### config.mk
export PLATFORM = sky130hd
export DESIGN_NAME = fidr_top
export DESIGN_NICKNAME = d
export VERILOG_FILES = /design/src/fidr_pkg.sv /design/src/fidr_top.sv
export SDC_FILE = /design/constraint.sdc
export NUM_CORES = 1
export LEC_CHECK = 0
export BUFFER_PORTS_ARGS = -buffer_cell sky130_fd_sc_hd__buf_4
export CORE_MARGIN = 5
export CORE_UTILIZATION = 45
export DETAILED_ROUTE_END_ITERATION = 7
export GPL_TIMING_DRIVEN = 0
export HOLD_SLACK_MARGIN = 0.05
export PLACE_DENSITY = 0.62
export SYNTH_ARGS = -nofsm -noshare
export SYNTH_HDL_FRONTEND = slang
export SYNTH_SLANG_ARGS = --single-unit
### constraint.sdc
create_clock -name core_clk -period 5.8 [get_ports core_clk]
set_clock_uncertainty 0.2 [all_clocks]
set_input_delay 0.87 -clock core_clk [delete_from_list [all_inputs] [get_ports core_clk]]
set_output_delay 0.87 -clock core_clk [all_outputs]
set_load 0.1 [all_outputs]
### src/fidr_pkg.sv
// Package for the fuse identifier reader: widths, timing and state encodings.
// Assumes a single 40 MHz core clock and a synchronous active-high reset.
package fidr_pkg;

   localparam int unsigned ID_WIDTH = 64;
   localparam int unsigned CLK_FREQ_HZ = 40_000_000;
   localparam int unsigned MAX_CLK_FREQ_MHZ = 100;
   // Fuse sense time before the first bit, in ns, and cycles derived from it (rounded up)
   localparam int unsigned FUSE_SENSE_NS = 100;
   localparam int unsigned FUSE_SENSE_CYCLES = (FUSE_SENSE_NS * (CLK_FREQ_HZ / 1_000_000) + 999) / 1000;
   localparam logic [ID_WIDTH-1:0] ID_RESET = 64'h0000_0000_0000_0000;

   typedef enum logic [3:0]
   {
      FIDR_IDLE = 4'h1,
      FIDR_SENSE = 4'h2,
      FIDR_SHIFT = 4'h4,
      FIDR_DONE = 4'h8
   } fidr_state_t;

   // Serial fuse array access
   typedef struct packed
   {
      logic rd_en;
      logic shift;
   } fidr_fuse_ctl_t;

endpackage : fidr_pkg

### src/fidr_top.sv
// Fuse identifier reader: senses the fuse array serially after reset and
// presents the 64-bit identifier with a ready flag.
// Assumes the fuse array shifts out one bit per cycle while shift is high.
//
// How it works
// - With the clock running, the block fetches the identifier from the fuses and drives it out.
// - A high reset held for at least one clock cycle returns the block to its initial state.
// - Once loaded, the identifier stays stable on the output until reset or reconfiguration.
// - The ready flag is low in the initial state and while loading, and high only when the identifier is available.
// - At power-up the identifier output is all zeros.
`timescale 1ns/1ps
`default_nettype none

module fidr_top #(
   parameter int unsigned ID_WIDTH = fidr_pkg::ID_WIDTH,
   parameter int unsigned SENSE_CYCLES = fidr_pkg::FUSE_SENSE_CYCLES
)
(
   input wire logic core_clk,
   input wire logic sys_rst,
   input wire logic fuse_bit,
   output fidr_pkg::fidr_fuse_ctl_t fuse_ctl,
   output logic [ID_WIDTH-1:0] unique_id_value,
   output logic id_ready
);

   // Counter wide enough for both the sense wait and the bit count
   localparam int unsigned CW = (ID_WIDTH > SENSE_CYCLES) ? $clog2(ID_WIDTH + 1) : $clog2(SENSE_CYCLES + 1);
   localparam logic [CW-1:0] LAST_SENSE = CW'(SENSE_CYCLES - 1);
   localparam logic [CW-1:0] LAST_BIT = CW'(ID_WIDTH - 1);
   localparam logic [ID_WIDTH-1:0] ID_ZERO = ID_WIDTH'(fidr_pkg::ID_RESET);

   // Power-up values: idle, not ready, identifier all zeros, so a running clock
   // alone starts a load even if reset never comes
   fidr_pkg::fidr_state_t state_q = fidr_pkg::FIDR_IDLE;
   fidr_pkg::fidr_state_t state_d;
   logic [CW-1:0] cnt_q = '0;
   logic [CW-1:0] cnt_d;
   logic [ID_WIDTH-1:0] shreg_q = '0;
   logic [ID_WIDTH-1:0] shreg_d;
   logic [ID_WIDTH-1:0] id_q = ID_ZERO;
   logic [ID_WIDTH-1:0] id_d;
   logic ready_q = 1'b0;
   logic ready_d;
   logic sensing;
   logic shifting;
   logic last_bit;

   // True when the state register holds the wanted state
   function automatic logic fidr_is_state(input fidr_pkg::fidr_state_t now, input fidr_pkg::fidr_state_t want);
      return now == want;
   endfunction : fidr_is_state

   // True when a phase counter has reached the final value of its phase
   function automatic logic fidr_at_end(input logic [CW-1:0] count, input logic [CW-1:0] last);
      return count == last;
   endfunction : fidr_at_end

   // Phase counter advance
   function automatic logic [CW-1:0] fidr_count_up(input logic [CW-1:0] count);
      return count + 1'b1;
   endfunction : fidr_count_up

   // New bit enters at the top, so the first bit shifted in ends up as bit 0
   function automatic logic [ID_WIDTH-1:0] fidr_shift_in(input logic [ID_WIDTH-1:0] word, input logic din);
      return {din, word[ID_WIDTH-1:1]};
   endfunction : fidr_shift_in

   // Phase decode, shared by the data path and the fuse control
   always_comb
   begin
      sensing = fidr_is_state(state_q, fidr_pkg::FIDR_SENSE);
      shifting = fidr_is_state(state_q, fidr_pkg::FIDR_SHIFT);
      last_bit = shifting && fidr_at_end(cnt_q, LAST_BIT);
   end

   // Sequencer: idle, sense wait, one shift cycle per fuse bit, then done
   always_comb
   begin
      state_d = state_q;
      cnt_d = cnt_q;
      unique case (state_q)
         fidr_pkg::FIDR_IDLE:
         begin
            cnt_d = '0;
            state_d = fidr_pkg::FIDR_SENSE;
         end
         fidr_pkg::FIDR_SENSE:
         begin
            if (fidr_at_end(cnt_q, LAST_SENSE))
            begin
               cnt_d = '0;
               state_d = fidr_pkg::FIDR_SHIFT;
            end
            else
            begin
               cnt_d = fidr_count_up(cnt_q);
            end
         end
         fidr_pkg::FIDR_SHIFT:
         begin
            if (fidr_at_end(cnt_q, LAST_BIT))
            begin
               cnt_d = '0;
               state_d = fidr_pkg::FIDR_DONE;
            end
            else
            begin
               cnt_d = fidr_count_up(cnt_q);
            end
         end
         fidr_pkg::FIDR_DONE:
         begin
            // Held until the next reset, so the fuses are read once per reset
            state_d = fidr_pkg::FIDR_DONE;
         end
         default:
         begin
            state_d = fidr_pkg::FIDR_IDLE;
         end
      endcase
   end

   always_ff @(posedge core_clk)
   begin
      if (sys_rst)
      begin
         state_q <= fidr_pkg::FIDR_IDLE;
         cnt_q <= '0;
      end
      else
      begin
         state_q <= state_d;
         cnt_q <= cnt_d;
      end
   end

   // Shift register: takes one fuse bit each shift cycle
   always_comb
   begin
      shreg_d = shreg_q;
      if (shifting)
      begin
         shreg_d = fidr_shift_in(shreg_q, fuse_bit);
      end
   end

   always_ff @(posedge core_clk)
   begin
      if (sys_rst)
      begin
         shreg_q <= '0;
      end
      else
      begin
         shreg_q <= shreg_d;
      end
   end

   // Result: identifier and ready flag change together, on the last bit only,
   // so a partly shifted word never reaches the output
   always_comb
   begin
      id_d = id_q;
      ready_d = ready_q;
      if (last_bit)
      begin
         id_d = fidr_shift_in(shreg_q, fuse_bit);
         ready_d = 1'b1;
      end
   end

   always_ff @(posedge core_clk)
   begin
      if (sys_rst)
      begin
         id_q <= ID_ZERO;
         ready_q <= 1'b0;
      end
      else
      begin
         id_q <= id_d;
         ready_q <= ready_d;
      end
   end

   // Fuse control decodes straight from the state register
   always_comb
   begin
      fuse_ctl.rd_en = sensing || shifting;
      fuse_ctl.shift = shifting;
   end

   assign unique_id_value = id_q;
   assign id_ready = ready_q;

endmodule : fidr_top

`default_nettype wire

==> results of run 1 <==
## kinds of logic after synthesis
family,synth area share
AO/OA/AOI/OAI,0.165
XOR/XNOR,0.00514
adder cells (fa/ha/maj),0.00245
buffers and inverters,0.0500
flip-flops,0.545
AND/OR/NAND/NOR,0.233
## metrics by stage
step / hold slack (ns) / cell area (um2) / instances / worst slack (ns) / utilization
3_5_place_dp: 0.248 / 5800 / 845 / 2.60 / 0.514
5_1_grt: 0.269 / 6380 / 877 / 2.04 / 0.566
3_3_place_gp: 0.246 / 5800 / 845 / 2.65 / 0.514
2_1_floorplan: 0.232 / 5110 / 634 / 2.80 / -
4_1_cts: 0.255 / 6380 / 877 / 2.15 / 0.566
6_report: 0.254 / 6380 / 877 / 2.20 / 0.566
## registers in the layout, indices dropped and copies added, names as in the netlist
name / flops
id_ready: 1
unique_id_value: 64
shreg_q: 63
cnt_q: 7
state_q: 4
## worst max-delay path by stage
stage	start	depth (start not counted)	to
after CTS	state_q[0]	8	fuse_ctl[0]
after floorplan	state_q[1]	5	fuse_ctl[1]
final	state_q[0]	8	fuse_ctl[0]
after detailed placement	state_q[0]	8	fuse_ctl[0]
after global routing	state_q[0]	8	fuse_ctl[0]
after global placement	state_q[0]	8	fuse_ctl[0]
## per-layer routing
layer | vias to the layer above | share of wire | GRT usage
met2 | 75 | 0.48 | 0.298
met5 | - | 0 | 0
met4 | 0 | 0.0070 | 0.0665
li1 | 2251 | - | -
met1 | 2021 | 0.47 | 0.222
met3 | 6 | 0.041 | 0.0451
## cell type report
class	count	area (um2)
Clock inverter	7	87.6
Buffer	47	244
Fill cell	1071	4890
Inverter	3	11.3
Multi-Input combinational cell	445	2070
Clock buffer	25	495
Sequential cell	139	2780
Timing Repair Buffer	68	510
Tap cell	143	179
## Yosys cell counts (all sizes together), types with 2 or more instances
library cell	n	area, um2
a21oi	131	701
clkbuf	25	93.8
o211ai	2	15.0
nor4	2	12.5
or4b	2	20.0
xnor2	2	17.5
a21o	3	22.5
nor2b	4	25.0
buf	22	150
nand3	6	30.0
dfxtp	139	2780
inv	3	11.3
nand2	260	1000
nor3	3	26.3
nor2	7	26.3
o21ai	5	25.0
nand2b	2	12.5
## worst max-delay path, stage by stage, from the launching register on
cell	delay [ns]
dfxtp_1	0.29
clkbuf_1	0.19
or4b_1	0.50
buf_2	0.18
inv_1	0.07
buf_2	0.22
buf_2	0.26
buf_4	0.14
buf_4	0.27
## layout by cell type (no fill, tap or decap), types with 2 or more instances in the layout
cell / instances
o21ai_0: 5
nor2_1: 7
nand2b_1: 2
buf_2: 15
o211ai_1: 2
xnor2_1: 2
dfxtp_1: 139
nor2b_1: 4
clkinv_2: 4
a21oi_2: 12
nor3_1: 2
clkbuf_1: 29
buf_4: 69
a21oi_1: 119
buf_6: 6
bufinv_16: 2
clkbuf_8: 4
nand2_2: 10
nand3_1: 6
nor4_1: 2
a21o_1: 3
inv_1: 3
clkbuf_16: 17
nand2_1: 250
## report_power, final
part / internal, mW / switching, mW
clock: 0.676 / 0.379
combinational: 0.0113 / 0.0363
sequential: 0.958 / 0.00120
==> results.md, run 1 <==
* Outcome: finished clean
* Synthesized area at 5110 um2
* Element type at the critical path start: flop
* Seq/Total Area, Yosys at 0.545
* Core Area at 11,300 um2
* Die Area at 13,600 um2
* PortBufs at around 70
* CTS buffer count at 17
* Arrival @ worst endpoint at about 2.5 ns
* DRC at 0
* Syn Nets at 638
* Hold WC Path Type: reg2reg
* Number of max-cap violations at 0
* Flop-to-flop setup slack at ~3.2 ns
* Worst r2r path cells at 8
* Initial core utilization at 0.453
* RR Endpoint: unique_id_value[19]
* CTS Hold Bufs at 0
* Synth warn at 0
* Final setup violation count at 0
* Measured slew at the worst slew-check pin at 0.611 ns
* Post-Synthesis Cells at 634
* RR Startpoint: state_q[0]
* Antenna cells at 0
* Async SR Flop Fraction at 0
* Fmax at 277 MHz
* Post-route antenna net violation count at 0
* Global-route wire length before repair at 19,200 um
* Initial antenna violation count at 0
* Initial DRC Count at 179
* All-Layer GR Usage at 0.178
* Worst Path Required at 4.73 ns
* Crit path kind: reg2out
* Drt first pass iters at 4
* Critical Path End Type: output port
* Hold Crit Endpoint: unique_id_value[11]
* Total Negative Setup Slacks at 0 ns
* Clock tree buffer depth at 2
* HPWL after DPL at 8000 um
* CP Max Fanout at 10
* Gp weighted congestion at roughly 0.8
* Post-CTS Setup Bufs at 0
* TritonCTS clock tree: yes
* Pwr Density at about 320 nW/um2
* Vias in the first global route at 4,239
* CTS root buf: clkbuf_16
* GRT overflow at 0
* Rel. slew slack at 0.591
* Seq cells post-synth at 139
* H-tree depth at 4
* Height of the chip at 117 um
* Avg Synthesized Cell Area at between 8 and 9 um2
* Worst Min Path Start: unique_id_value[11]
* Clock sinks at 139
* Count of cell types in the netlist at 39
* Worst VDD drop at approximately 0.21 mV
* Final critical-path required period at ~3.6 ns
* Layout cell share with drive strength beyond 1 at 0.195
* Largest net degree at the start of global routing at 17
* WL/cell at 13.0 um
* Layout overhead on the synthesized area at 24.9%
* FP Rows at 39
* CTS clk-pin slew, worst paths at roughly 0.060 ns
* Main synth FF type: dfxtp_1
* NumNets Final at 725
* RSZ-0062 raised after global routing: false
* Leakage dissipation at approximately 2.3 nW
* Horiz. Die Dim at 117 um
* Resized cells post-CTS at 0
* Vias at between 4,000 and 5,000
* EDFF count, synth at 0
* Routed WL at 11,400 um
* Final count of hold timing violations at 0
* WHS Path Cells at 2
* Drt via density at 4.96
* # IOs at 70
* Max Transition Viols Final at 0
* Tcrit/Tclk final at 0.621
* Overall Power at 2.06 mW
* Clock Latency Late Sink at 0.41 ns
Power figures use the tool's default switching activity.
==> run 2: changes to the inputs <==
--- a/config.mk
+++ b/config.mk
@@ -11,7 +11,7 @@
 export DETAILED_ROUTE_END_ITERATION = 7
 export GPL_TIMING_DRIVEN = 0
 export HOLD_SLACK_MARGIN = 0.05
-export PLACE_DENSITY = 0.62
+export PLACE_DENSITY = 0.64
 export SYNTH_ARGS = -nofsm -noshare
 export SYNTH_HDL_FRONTEND = slang
 export SYNTH_SLANG_ARGS = --single-unit
==> constraint.sdc (replaced) <==
create_clock -name core_clk -period 3 [get_ports core_clk]
set_clock_uncertainty 0.2 [all_clocks]
set_input_delay 0.45 -clock core_clk [delete_from_list [all_inputs] [get_ports core_clk]]
set_output_delay 0.45 -clock core_clk [all_outputs]
set_load 0.1 [all_outputs]
==> run 2 against run 1 <==
  * Non-clock buffer count down 1
  * Combinational power rose by 95%
  * Critical path depth is 2 lower
  * Largest cell class unchanged
  * Highest routed layer unchanged
==> results.md, run 2 (synthesis results as in run 1) <==
* Outcome: finished clean
* Clock sinks at 139 (unchanged)
* Worst Path Required at 2.35 ns (-2.38 ns)
* Routed WL at 11,400 um (-0.56%)
* Final critical-path required period at 2.85 ns
* Fmax at 351 MHz
* PortBufs at 68 (unchanged)
* Initial DRC Count at 216 (+21%)
* Horiz. Die Dim at 117 um (unchanged)
* GRT overflow at 0 (unchanged)
* Arrival @ worst endpoint at 2.20 ns (-0.33 ns)
* Vias at 4,403 (+1.1%)
* Internal power at 3.06 mW (+86%)
* DRC at 0 (unchanged)
* Gp weighted congestion at 0.833 (+5.8%)
* Critical Path Start: state_q[0]
* Element type at the critical path start: flop
* Post-route antenna net violation count at 0 (unchanged)
* Clock Latency Late Sink at 0.41 ns (about the same)
* Hold WC Path Type: in2reg
* Layout cell share with drive strength beyond 1 at 0.196 (+0.00163)
* Sw Ratio at 0.210 (+0.00827)
* Height of the chip at 117 um (unchanged)
* Number of max-cap violations at 0 (unchanged)
* FP Rows at 39 (unchanged)
* Sequential fraction of design power at 0.479 (+0.014)
* Gate power share at 0.024 (about the same)
* Crit path kind: reg2out
* Fin cells at 876 (-0.11%)
* Psw at 0.815 mW (+95%)
* Commonest non-fill, non-tap cell in the layout: nand2_1
* RR Endpoint: unique_id_value[42]
* RSZ-0062 raised after global routing: false
* Max Transition Viols Final at 0 (unchanged)
* Hold Crit Endpoint: shreg_q[63]
* Final setup violation count at 0 (unchanged)
* CTS root buf: clkbuf_16
* NumNets Final at 724 (-0.14%)
* HPWL after DPL at 8000 um (about the same)
* Antenna cells at 0 (unchanged)
* Drt first pass iters at 5 (+1)
* Rel. slew slack at 0.595 (+0.00366)
* All-Layer GR Usage at 0.176 (-0.00189)
* Final hold slack at 0.104 ns (-0.150 ns)
* Global-route wire length before repair at 18,900 um (-1.5%)
* TritonCTS clock tree: yes
* Worst VDD drop at 0.322 mV (+56%)
* CTS clk-pin slew, worst paths at 0.06 ns (about the same)
* Total Negative Setup Slacks at 0 ns (unchanged)
* Core Area at 11,300 um2 (unchanged)
* Die Area at 13,600 um2 (unchanged)
* Drt via density at 5.03 (+1.3%)
* Max reg flops at 64 (unchanged)
* Post-CTS Setup Bufs at 0 (unchanged)
* Final count of hold timing violations at 0 (unchanged)
* Layout overhead on the synthesized area at 24.5%
* Largest net degree at the start of global routing at 20 (+3)
* # fillers at 1,063 (-0.75%)
* Placed instance count at 845 (unchanged)
* WHS Path Cells at 3 (+1)
* Clock tree buffer depth at 2 (unchanged)
* Pwr Density at 609 nW/um2 (+88%)
* Worst slack, placed at 0.262 ns (-2.34 ns)
* Critical Path End Type: output port
* Clock share of power at 0.497 (-0.015)
* Vias in the first global route at 4,124 (-2.7%)
* H-tree depth at 4 (unchanged)
* Worst Min Path Start: fuse_bit
* Commonest cells after routing, fill and taps aside: nand2_1, dfxtp_1, a21oi_1, buf_4, clkbuf_1
* CP Max Fanout at 10 (unchanged)
* Setup slack after layout at 0.152 ns (-2.04 ns)
* Initial core utilization at 0.453 (unchanged)
* CTS buffer count at 17 (unchanged)
* RR Startpoint: state_q[0]
* WL/cell at 13.0 um (-0.45%)
* Initial antenna violation count at 0 (unchanged)
* Tcrit/Tclk final at 0.949
* Flop-to-flop setup slack at 0.46 ns (-2.77 ns)
* # IOs at 70 (unchanged)
* Worst r2r path cells at 8 (unchanged)
* Leakage dissipation at 2.32 nW (-0.69%)
* Measured slew at the worst slew-check pin at 0.608 ns (-0.00378 ns)
[run 2: changes by cell type in the layout (fill, tap and decap cells not counted), sizes merged]
cell      previous run  this run
clkinvlp             1         2
clkbuf              50        51
bufinv               2         0
buf                 90        89
[run 2: repair_timing]
action,in CTS,in global routing
resized for setup,3,3
endpoints found under the setup margin,2,2
hold buffers,0,0
[run 2: final cells by class]
class,count,area (um2),area share
buffer,46,246,0.0387
clock buffer,26,519,0.0816
clock inverter,6,35.0,0.00551
inverter,3,11.3,0.00177
multi-input combinational,445,2070,0.325
sequential,139,2780,0.437
tap,143,179,0.0281
timing repair buffer,68,518,0.0814
[run 2: per-stage QoR]
stage	utilization	instance area (um2)	power, mW
final	0.564	6360	3.87
after global placement	0.514	5800	1.98
after CTS	0.564	6360	3.91
after global routing	0.564	6360	4.01
after detailed placement	0.514	5800	1.99
after floorplan	-	5110	1.96
[run 2: worst max path at each step]
stage,to,slack [ns],cells after the start
3_5_place_dp,fuse_ctl[0],0.26,8
3_3_place_gp,fuse_ctl[0],0.27,8
2_1_floorplan,cnt_q[4],0.41,7
5_1_grt,fuse_ctl[1],0.03,6
4_1_cts,fuse_ctl[1],0.03,6
6_report,fuse_ctl[1],0.15,6
[run 2: critical path, cell delays in order (launching register included)]
cell      delay (ns)
dfxtp_1         0.29
clkbuf_1        0.18
or4b_1          0.49
buf_2           0.17
clkbuf_2        0.22
nand2_1         0.19
buf_6           0.25
[run 2: layer usage]
layer / wire length, um / up-vias / global-route usage / share of wire
met5: 0 / - / 0 / 0
met4: 151 / 0 / 0.0696 / 0.013
met3: 558 / 13 / 0.0523 / 0.049
met2: 5400 / 86 / 0.282 / 0.47
met1: 5260 / 2052 / 0.224 / 0.46
li1: - / 2252 / - / -
[run 2: power groups by stage]
stage	clock network (mW)	logic [mW]	registers, mW
after floorplan	0	0.0676	1.89
after global placement	0	0.0887	1.89
after detailed placement	0	0.0916	1.89
after CTS	1.96	0.0932	1.85
after global routing	2.05	0.104	1.85
final	1.93	0.0929	1.85
